**src/shared/osd_pkg.sv**
```systemverilog
// Package for the off-state phase diagnosis block.
// Assumes a 100 MHz system clock and an APB register slave.
package osd_pkg;
  localparam int CLK_MHZ      = 100;
  localparam int FLT_TIME_US  = 100;
  localparam int BLANK0_MS    = 10;
  localparam int BLANK1_MS    = 25;
  localparam int BLANK2_MS    = 50;
  localparam int BLANK3_MS    = 100;
  localparam int FLT_CYC      = FLT_TIME_US * CLK_MHZ;
  localparam int BLANK0_CYC   = BLANK0_MS * 1000 * CLK_MHZ;
  localparam int BLANK1_CYC   = BLANK1_MS * 1000 * CLK_MHZ;
  localparam int BLANK2_CYC   = BLANK2_MS * 1000 * CLK_MHZ;
  localparam int BLANK3_CYC   = BLANK3_MS * 1000 * CLK_MHZ;

  localparam logic [7:0] OFF_CTRL  = 8'h00;
  localparam logic [7:0] OFF_FLAGS = 8'h04;
  localparam logic [7:0] OFF_CLR   = 8'h08;
  localparam logic [7:0] OFF_ISTAT = 8'h0c;
  localparam logic [7:0] OFF_IMASK = 8'h10;

  // Control: phase settings in [5:0] (two bits per phase), mask time in [7:6]
  localparam int CTRL_BLANK_POS = 6;
  localparam logic [7:0] CTRL_RST  = 8'h80;
  localparam logic [5:0] FLAG_RST  = 6'h3f;
  // Flags word: ok flags [5:0], run [8:6], summary [11:9], setup ok [12]
  localparam int FL_RUN_POS  = 6;
  localparam int FL_SUM_POS  = 9;
  localparam int FL_SET_POS  = 12;

  typedef enum logic [1:0] {
    SET_OFF0 = 2'b00,
    SET_PU   = 2'b01,
    SET_PD   = 2'b10,
    SET_OFF3 = 2'b11
  } osd_set_t;

  typedef enum logic {
    ST_IDLE = 1'b0,
    ST_RUN  = 1'b1
  } osd_state_t;

  typedef enum logic [2:0] {
    SUM_NOFAULT = 3'b000,
    SUM_SCG     = 3'b001,
    SUM_SCB     = 3'b010,
    SUM_OPEN1   = 3'b011,
    SUM_OPEN2   = 3'b100,
    SUM_OPEN3   = 3'b101,
    SUM_UNDEF   = 3'b110
  } osd_sum_t;

  typedef struct packed {
    logic        psel;
    logic        penable;
    logic        pwrite;
    logic [7:0]  paddr;
    logic [31:0] pwdata;
  } osd_apb_req_t;

  typedef struct packed {
    logic [31:0] prdata;
    logic        pready;
    logic        pslverr;
  } osd_apb_rsp_t;
endpackage

```
**src/hw/osd_top.sv**
```systemverilog
// Off-state phase diagnosis: forcing control, filtering, masking, flags, APB.
// Assumes pins and comparators are asynchronous; APB on ref_clk_i.
// Functional notes
// Check only while both gates held off
// Flags latch until fault gone and cleared
// 01 pull-up, 10 pull-down, else off
// Phase settings reset to zero
// Auto start when enabled and inputs low
// Rising drive input stops diagnosis at once
// Software sets phases 10, 01, 10
// All low-side flags zero: ground short
// HS2 zero, low-side ones: battery short
// Low-side patterns name open phase; ones ok
// Shorts reported for motor, not phase
// Low-side battery, high-side ground comparators
// Up/down counter filters each comparator
// Blanking masks filter after start
// Mask time 10/25/50/100 ms, reset 50
// Filter time nominally 100 us
// Restart clears filter and mask timer
`timescale 1ns/100ps
module osd_top import osd_pkg::*; #(
  parameter int FLT_LIM = FLT_CYC,
  parameter int BLK0    = BLANK0_CYC,
  parameter int BLK1    = BLANK1_CYC,
  parameter int BLK2    = BLANK2_CYC,
  parameter int BLK3    = BLANK3_CYC,
  parameter int BLK_W   = 24
) (
  input  wire logic         ref_clk_i,  // System clock
  input  wire logic         srst_i,     // Sync reset, high
  input  wire osd_apb_req_t apb_i,      // APB request
  output osd_apb_rsp_t      apb_o,      // APB answer
  input  wire logic [2:0]   hs_drv_i,   // High-side drive inputs
  input  wire logic [2:0]   ls_drv_i,   // Low-side drive inputs
  input  wire logic [2:0]   ls_cmp_i,   // Phase above battery-short threshold
  input  wire logic [2:0]   hs_cmp_i,   // Phase above ground-short threshold
  output logic [2:0]        pu_en_o,    // Pull-up source enables
  output logic [2:0]        pd_en_o,    // Pull-down source enables
  output logic              irq_o       // Interrupt, high level
);
  // Pin synchroniser, three stages
  logic [11:0] s1, s2, s3, stab, next_stab;
  always_comb begin
    next_stab = (s2 & ~(s2 ^ s3)) | (stab & (s2 ^ s3));
  end
  always_ff @(posedge ref_clk_i) begin
    if (srst_i) begin
      s1   <= '0;
      s2   <= '0;
      s3   <= '0;
      stab <= '0;
    end else begin
      s1   <= {hs_cmp_i, ls_cmp_i, hs_drv_i, ls_drv_i};
      s2   <= s1;
      s3   <= s2;
      stab <= next_stab;
    end
  end
  wire logic [2:0] ls_d = stab[2:0];
  wire logic [2:0] hs_d = stab[5:3];
  wire logic [2:0] ls_c = stab[8:6];
  wire logic [2:0] hs_c = stab[11:9];

  function automatic logic is_src(input logic [1:0] s);
    return s == SET_PU || s == SET_PD;
  endfunction

  function automatic logic [BLK_W-1:0] blk_lim(input logic [1:0] sel);
    case (sel)
      2'b00:   blk_lim = BLK_W'(BLK0);
      2'b01:   blk_lim = BLK_W'(BLK1);
      2'b10:   blk_lim = BLK_W'(BLK2);
      default: blk_lim = BLK_W'(BLK3);
    endcase
  endfunction

  function automatic osd_sum_t decode(input logic [2:0] ls, input logic hs2);
    // Shorts are reported for the motor as a whole
    if (ls == 3'b000) decode = SUM_SCG;
    else if (ls == 3'b111 && !hs2) decode = SUM_SCB;
    else if (ls == 3'b110) decode = SUM_OPEN1;
    else if (ls == 3'b010) decode = SUM_OPEN2;
    else if (ls == 3'b011) decode = SUM_OPEN3;
    else if (ls == 3'b111) decode = SUM_NOFAULT;
    else decode = SUM_UNDEF;
  endfunction

  logic [7:0]  ctrl;
  logic [5:0]  flag_ok, istat, imask;
  logic [5:0]  clr_req;
  wire  [5:0]  set6 = ctrl[5:0];
  wire  [1:0]  blk_sel = ctrl[CTRL_BLANK_POS +: 2];

  // Per-phase run state and mask timers
  osd_state_t       st      [3];
  osd_state_t       next_st [3];
  logic [BLK_W-1:0] bcnt    [3];
  logic [BLK_W-1:0] next_bcnt [3];
  logic [1:0]       pset    [3];
  logic [2:0]       start, run, bdone;
  logic [2:0]       next_pu, next_pd;

  always_comb begin
    for (int p = 0; p < 3; p++) begin
      next_st[p]   = st[p];
      next_bcnt[p] = bcnt[p];
      start[p]     = 1'b0;
      run[p]       = st[p] == ST_RUN;
      bdone[p]     = run[p] && bcnt[p] >= blk_lim(blk_sel);
      case (st[p])
        ST_IDLE: begin
          if (is_src(set6[2*p +: 2]) && !hs_d[p] && !ls_d[p]) begin
            next_st[p] = ST_RUN;
            start[p]   = 1'b1;
          end
        end
        ST_RUN: begin
          if (hs_d[p] || ls_d[p] || !is_src(set6[2*p +: 2])) begin
            next_st[p] = ST_IDLE;
          end else if (set6[2*p +: 2] != pset[p]) begin
            start[p] = 1'b1;
          end
        end
        default: next_st[p] = ST_IDLE;
      endcase
      if (start[p]) begin
        next_bcnt[p] = '0;
      end else if (run[p] && !bdone[p]) begin
        next_bcnt[p] = bcnt[p] + 1'b1;
      end
      next_pu[p] = next_st[p] == ST_RUN && set6[2*p +: 2] == SET_PU;
      next_pd[p] = next_st[p] == ST_RUN && set6[2*p +: 2] == SET_PD;
    end
  end

  always_ff @(posedge ref_clk_i) begin
    for (int p = 0; p < 3; p++) begin
      if (srst_i) begin
        st[p]   <= ST_IDLE;
        bcnt[p] <= '0;
        pset[p] <= '0;
      end else begin
        st[p]   <= next_st[p];
        bcnt[p] <= next_bcnt[p];
        pset[p] <= set6[2*p +: 2];
      end
    end
    if (srst_i) begin
      pu_en_o <= '0;
      pd_en_o <= '0;
    end else begin
      pu_en_o <= next_pu;
      pd_en_o <= next_pd;
    end
  end

  // Comparator filters: index 0..2 low side, 3..5 high side
  logic [5:0] filt, flt_rst, raw_flt, masked;
  genvar c;
  generate
    for (c = 0; c < 6; c++) begin : g_flt
      localparam int P = c % 3;
      // Low side faults when phase sits below the battery threshold,
      // high side when it rises above the ground-short threshold
      assign raw_flt[c] = (c < 3) ? !ls_c[P] : hs_c[P];
      assign flt_rst[c] = start[P] || !run[P];
      assign masked[c]  = filt[c] && bdone[P] && run[P];
      osd_filter #(
        .FLT_LIM (FLT_LIM),
        .CNT_W   (14)
      ) u_flt (
        .ref_clk_i (ref_clk_i),
        .srst_i    (srst_i),
        .restart_i (flt_rst[c]),
        .fault_i   (raw_flt[c]),
        .filt_o    (filt[c])
      );
    end
  endgenerate

  // Flags read 1 while healthy; a latched fault drops its flag
  logic [5:0] next_flag, next_istat;
  always_comb begin
    // A fault in the clearing cycle wins; clear needs the fault gone
    next_flag  = (flag_ok | (clr_req & ~filt)) & ~masked;
    next_istat = istat | (flag_ok & ~next_flag);
    // Write-one clear; a flag falling in the same cycle still sets
    if (wr && apb_i.paddr == OFF_ISTAT) begin
      next_istat = (istat & ~apb_i.pwdata[5:0]) | (flag_ok & ~next_flag);
    end
  end

  // APB slave with one wait state
  logic        acc, wr;
  logic [7:0]  next_ctrl;
  logic [5:0]  next_imask;
  logic [31:0] rd;
  logic        hit;
  osd_apb_rsp_t next_rsp;
  osd_sum_t     sum;
  logic         setup_ok;

  always_comb begin
    acc = apb_i.psel && apb_i.penable && apb_o.pready;
    wr  = acc && apb_i.pwrite;
    sum = decode(flag_ok[2:0], flag_ok[4]);
    setup_ok = set6 == {SET_PD, SET_PU, SET_PD};
    hit = apb_i.paddr inside {OFF_CTRL, OFF_FLAGS, OFF_CLR, OFF_ISTAT, OFF_IMASK};
    rd  = '0;
    case (apb_i.paddr)
      OFF_CTRL:  rd[7:0] = ctrl;
      OFF_FLAGS: begin
        rd[5:0]                 = flag_ok;
        rd[FL_RUN_POS +: 3]     = run;
        rd[FL_SUM_POS +: 3]     = sum;
        rd[FL_SET_POS]          = setup_ok;
      end
      OFF_ISTAT: rd[5:0] = istat;
      OFF_IMASK: rd[5:0] = imask;
      default:   rd = '0;
    endcase
    next_rsp.pready  = apb_i.psel && apb_i.penable && !apb_o.pready;
    next_rsp.prdata  = next_rsp.pready && !apb_i.pwrite ? rd : '0;
    next_rsp.pslverr = next_rsp.pready && !hit;
    next_ctrl  = (wr && apb_i.paddr == OFF_CTRL) ? apb_i.pwdata[7:0] : ctrl;
    next_imask = (wr && apb_i.paddr == OFF_IMASK) ? apb_i.pwdata[5:0] : imask;
    clr_req    = (wr && apb_i.paddr == OFF_CLR) ? apb_i.pwdata[5:0] : '0;
  end

  always_ff @(posedge ref_clk_i) begin
    if (srst_i) begin
      ctrl    <= CTRL_RST;
      imask   <= '0;
      istat   <= '0;
      flag_ok <= FLAG_RST;
      apb_o   <= '0;
      irq_o   <= 1'b0;
    end else begin
      ctrl    <= next_ctrl;
      imask   <= next_imask;
      istat   <= next_istat;
      flag_ok <= next_flag;
      apb_o   <= next_rsp;
      irq_o   <= |(next_istat & next_imask);
    end
  end
endmodule

```
**src/hw/osd_filter.sv**
```systemverilog
// Up/down counter deglitch filter for one comparator.
// Assumes fault_i is already synchronised to ref_clk_i.
`timescale 1ns/100ps
module osd_filter import osd_pkg::*; #(
  parameter int FLT_LIM = FLT_CYC,
  parameter int CNT_W   = 14
) (
  input  wire logic ref_clk_i,  // System clock
  input  wire logic srst_i,     // Sync reset, high
  input  wire logic restart_i,  // Diagnosis (re)start
  input  wire logic fault_i,    // Raw fault level
  output logic      filt_o      // Filtered fault
);
  localparam logic [CNT_W-1:0] LIM = CNT_W'(FLT_LIM);

  logic [CNT_W-1:0] cnt;
  logic [CNT_W-1:0] next_cnt;
  logic             next_filt;

  always_comb begin
    next_cnt  = cnt;
    next_filt = filt_o;
    if (restart_i) begin
      next_cnt  = '0;
      next_filt = 1'b0;
    end else if (fault_i && cnt != LIM) begin
      next_cnt = cnt + 1'b1;
    end else if (!fault_i && cnt != '0) begin
      next_cnt = cnt - 1'b1;
    end
    // Hysteresis: output follows only the two ends of the count
    if (!restart_i && next_cnt == LIM) begin
      next_filt = 1'b1;
    end else if (next_cnt == '0) begin
      next_filt = 1'b0;
    end
  end

  always_ff @(posedge ref_clk_i) begin
    if (srst_i) begin
      cnt    <= '0;
      filt_o <= 1'b0;
    end else begin
      cnt    <= next_cnt;
      filt_o <= next_filt;
    end
  end
endmodule

```
**config.mk**
```make
export PLATFORM = sky130hd
export DESIGN_NAME = osd_top
export DESIGN_NICKNAME = d
export VERILOG_FILES = /design/src/shared/osd_pkg.sv /design/src/hw/osd_top.sv /design/src/hw/osd_filter.sv
export SDC_FILE = /design/constraint.sdc
export NUM_CORES = 1
export LEC_CHECK = 0
export ABC_AREA = 1
export BUFFER_PORTS_ARGS = -buffer_cell sky130_fd_sc_hd__buf_2
export CORE_MARGIN = 2
export CORE_UTILIZATION = 55
export DETAILED_ROUTE_END_ITERATION = 6
export PLACE_DENSITY = 0.79
export SYNTH_ARGS = -nofsm -noshare
export SYNTH_HDL_FRONTEND = slang
export SYNTH_SLANG_ARGS = --single-unit
```
**constraint.sdc**
```tcl
create_clock -name ref_clk_i -period 7.05 [get_ports ref_clk_i]
set_clock_uncertainty 0.05 [all_clocks]
set_input_delay 1.41 -clock ref_clk_i [delete_from_list [all_inputs] [get_ports ref_clk_i]]
set_output_delay 1.41 -clock ref_clk_i [all_outputs]
set_load 0.05 [all_outputs]
```
==> run summary <==
register area share after synthesis: 29.2%
required time at the worst-slack endpoint: 7.48 ns
core utilization of the finished layout: 60.2%
sum of negative setup slack: 0 ns
antenna violation net count after detailed routing: 0
mean number of vias per cell: 5.40
fin nets: 2976
pre-CTS worst setup slack: 2.78 ns
Chip Height: 186 um
overall routed net length: 46400 um
post-synthesis sequential element count: 267
CTS tree: yes
status: finished, final reports clean
total congestion overflow: 0
worst path buffer plus inverter count: 1
clock insertion delay at the later pin of the skew report: 0.59 ns
post-detailed-route DRC marker count: 0
worst setup margin: 2.68 ns
largest vdd supply drop: 0.209 mV
number of buffers inserted during clock tree synthesis: 30
library cells used by synthesis: 56
synthesis-to-finish area growth: 7.46%
crit-path cells: inv_1 > ha_1 > o21ai_0 > ha_1 > a21oi_1 > o21ai_0 > a21oi_1 > nand4_2 > nor2_2 > nand2_1 > nor2_2 > nand2_1 > o21ai_1 > a21oi_1
worst setup path category: reg -> reg
GRT Total Usage: 26.2%
root buf cell: clkbuf_16
most common flop cell mapped by yosys: dfxtp_1
biggest area consumer among synthesized cells: dfxtp_1
number of hold-repair buffers added at the cts stage: 0
number of buffers inserted by port buffering: 54
H-tree depth: 1
number of cell rows: 66
number of flops mapped to enable cells by yosys: 0
share of post-route cells with drive strength above 1: 9.86%
Final Cycle Share: 61.9%
boundary pin count: 98
routed wirelength normalized by instance count: 14.1 um
Setup-failing EPs final: 0
count of instances resized after the clock tree is built: 0
Max stage delay on crit path: 0.63 ns
Post CTS Setup Buffer Count: 0
leak pwr: 0.00918 uW
via count of the first global-routing pass: 16200
Max-Slew Margin vs Limit: 26.4%
cell types occupying the most area after synthesis: dfxtp_1 29%, nand2_1 16%, nor2_1 8.2%
global-route wire length before repair: 77500 um
time the worst path needs with I/O delays and setup: 4.37 ns
critical-path maximum fanout: 14
initial core utilization: 56.1%
pin count of the biggest net entering global routing: 83
Max Freq: 229 MHz
Max Transition Viols Final: 0
startpoint types: register
die width: 186 um
Post-synth ARST share: 0%
total cell area at the placement stage: 18600 sq um
cell mode on critical path: a21oi_1
Power Density: 168 nW/um^2
deepest clock path buffer count: 3
total number of vias: 17800
diodes inserted: 0
Data arrival, critical path: 4.80 ns
number of detailed-route iterations in the first pass: 5
worst slew pin tran: 1.10 ns
setup repair after global routing missed its margin: false
violation count after the first detailed-route iteration: 1548
global placement routability congestion: 0.941
final hold viol count: 0
classification of the worst-slack hold path: reg -> reg
sinks on the clock net: 267
top-area cell type share of the netlist area: 29.2%
worst hold slack: 0.353 ns
total standard cell area after synthesis: 18300 sq um
half-perimeter wire length after detailed placement: 34300 um
MaxCap Viol Count: 0
floorplan core area: 32600 sq um
kind of cell adding the most delay to the critical path: simple AND/OR/NAND/NOR gates
initial antenna violation count: 0
post-synthesis cell count: 2814
worst-path cell with the longest stage delay: dfxtp_1
final design area excluding fillers: 19600 sq um
Synth Area per Inst: 6.50 sq um
number of synthesis warnings: 0
type of destination of the critical path: register
DIE AREA: 34700 sq um
clock-pin slew reported for the worst setup and hold paths after clock tree synthesis: 0.06 ns
-- cells in the mapped netlist, drive strengths merged, types with 3 or more instances --
cell type and instances:
nand2 821, o21a 4, a41oi 3, xor2 81, clkbuf 25, a21oi 122
dfxtp 267, clkinv 4, nor3 91, inv 304, or2 3, buf 70
xnor2 26, ha 92, nor2 453, o21ai 96, nand3b 9, a221oi 3
nor4 14, nand4 51, nand3 254
-- cell usage in the layout, fill, tap and decap left out, types with 81 or more instances in the layout --
cell and instances:
a21oi_1 116, dfxtp_1 267, ha_1 92, inv_1 281, nand2_1 780, nand3_1 226, nor2_1 398, nor3_1 81
o21ai_0 81, xor2_1 81
-- metrics by stage --
step,power (uW),cells
floorplan,1620,2832
global placement,1630,3237
detailed placement,1640,3237
CTS,3330,3292
global route,3400,3292
finish,3300,3292
-- final cells by class --
class	count	area (sq um)
Clock buffer	30	751
Sequential cell	267	5350
Fill cell	3039	13000
Tap cell	442	553
Clock inverter	25	330
Multi-Input combinational cell	2162	11200
Inverter	308	1160
Timing Repair Buffer	58	303
-- worst min-delay path, cell delays in order, from the launching register on --
cell	delay [ns]
dfxtp_1	0.29
inv_1	0.04
nor2_1	0.03
-- registers in the layout, summed over array words and instances (netlist names), named ones only --
name and count:
s1 12, bcnt 72, pd_en_o 3, st 3, flag_ok 6, irq_o 1
istat 6, pset 6, imask 6, g_flt.u_flt.filt_o 6, ctrl 8, apb_o 15
s2 12, s3 12, g_flt.u_flt.cnt 84, pu_en_o 3
-- routing by layer --
metal / global-route usage (%) / wire length (um)
met1: 35.6 / 21700
met2: 43.2 / 20800
met3: 3.63 / 2770
met4: 7.75 / 1200
met5: 0 / 0
-- logic make-up after synthesis --
| family | after synthesis | share of synthesized area (%) |
|---|---|---|
| AO/OA/AOI/OAI | 241 | 7.14 |
| XOR/XNOR | 107 | 5.13 |
| adder cells (fa/ha/maj) | 92 | 6.30 |
| buffers and inverters | 403 | 9.93 |
| flip-flops | 267 | 29.2 |
| other | 1 | 0.0205 |
| AND/OR/NAND/NOR | 1703 | 42.3 |
-- where the power goes --
| group | total, uW | switching [uW] | internal [uW] |
|---|---|---|---|
| clock | 1700 | 689 | 1010 |
| combinational | 81.7 | 66.4 | 15.3 |
| sequential | 1520 | 3.93 | 1520 |
| total | 3300 | 760 | 2540 |
-- final timing paths --
path | endpoint | slack, ns | start | depth (start not counted)
setup / recovery | bcnt[2][11] | 2.68 | ctrl[6] | 14
hold / removal | s2[8] | 0.35 | s1[8] | 2
setup reg to reg | bcnt[2][11] | 2.68 | ctrl[6] | 14
hold reg to reg | s2[8] | 0.35 | s1[8] | 2
No activity file was read; power rests on OpenSTA's default activity.
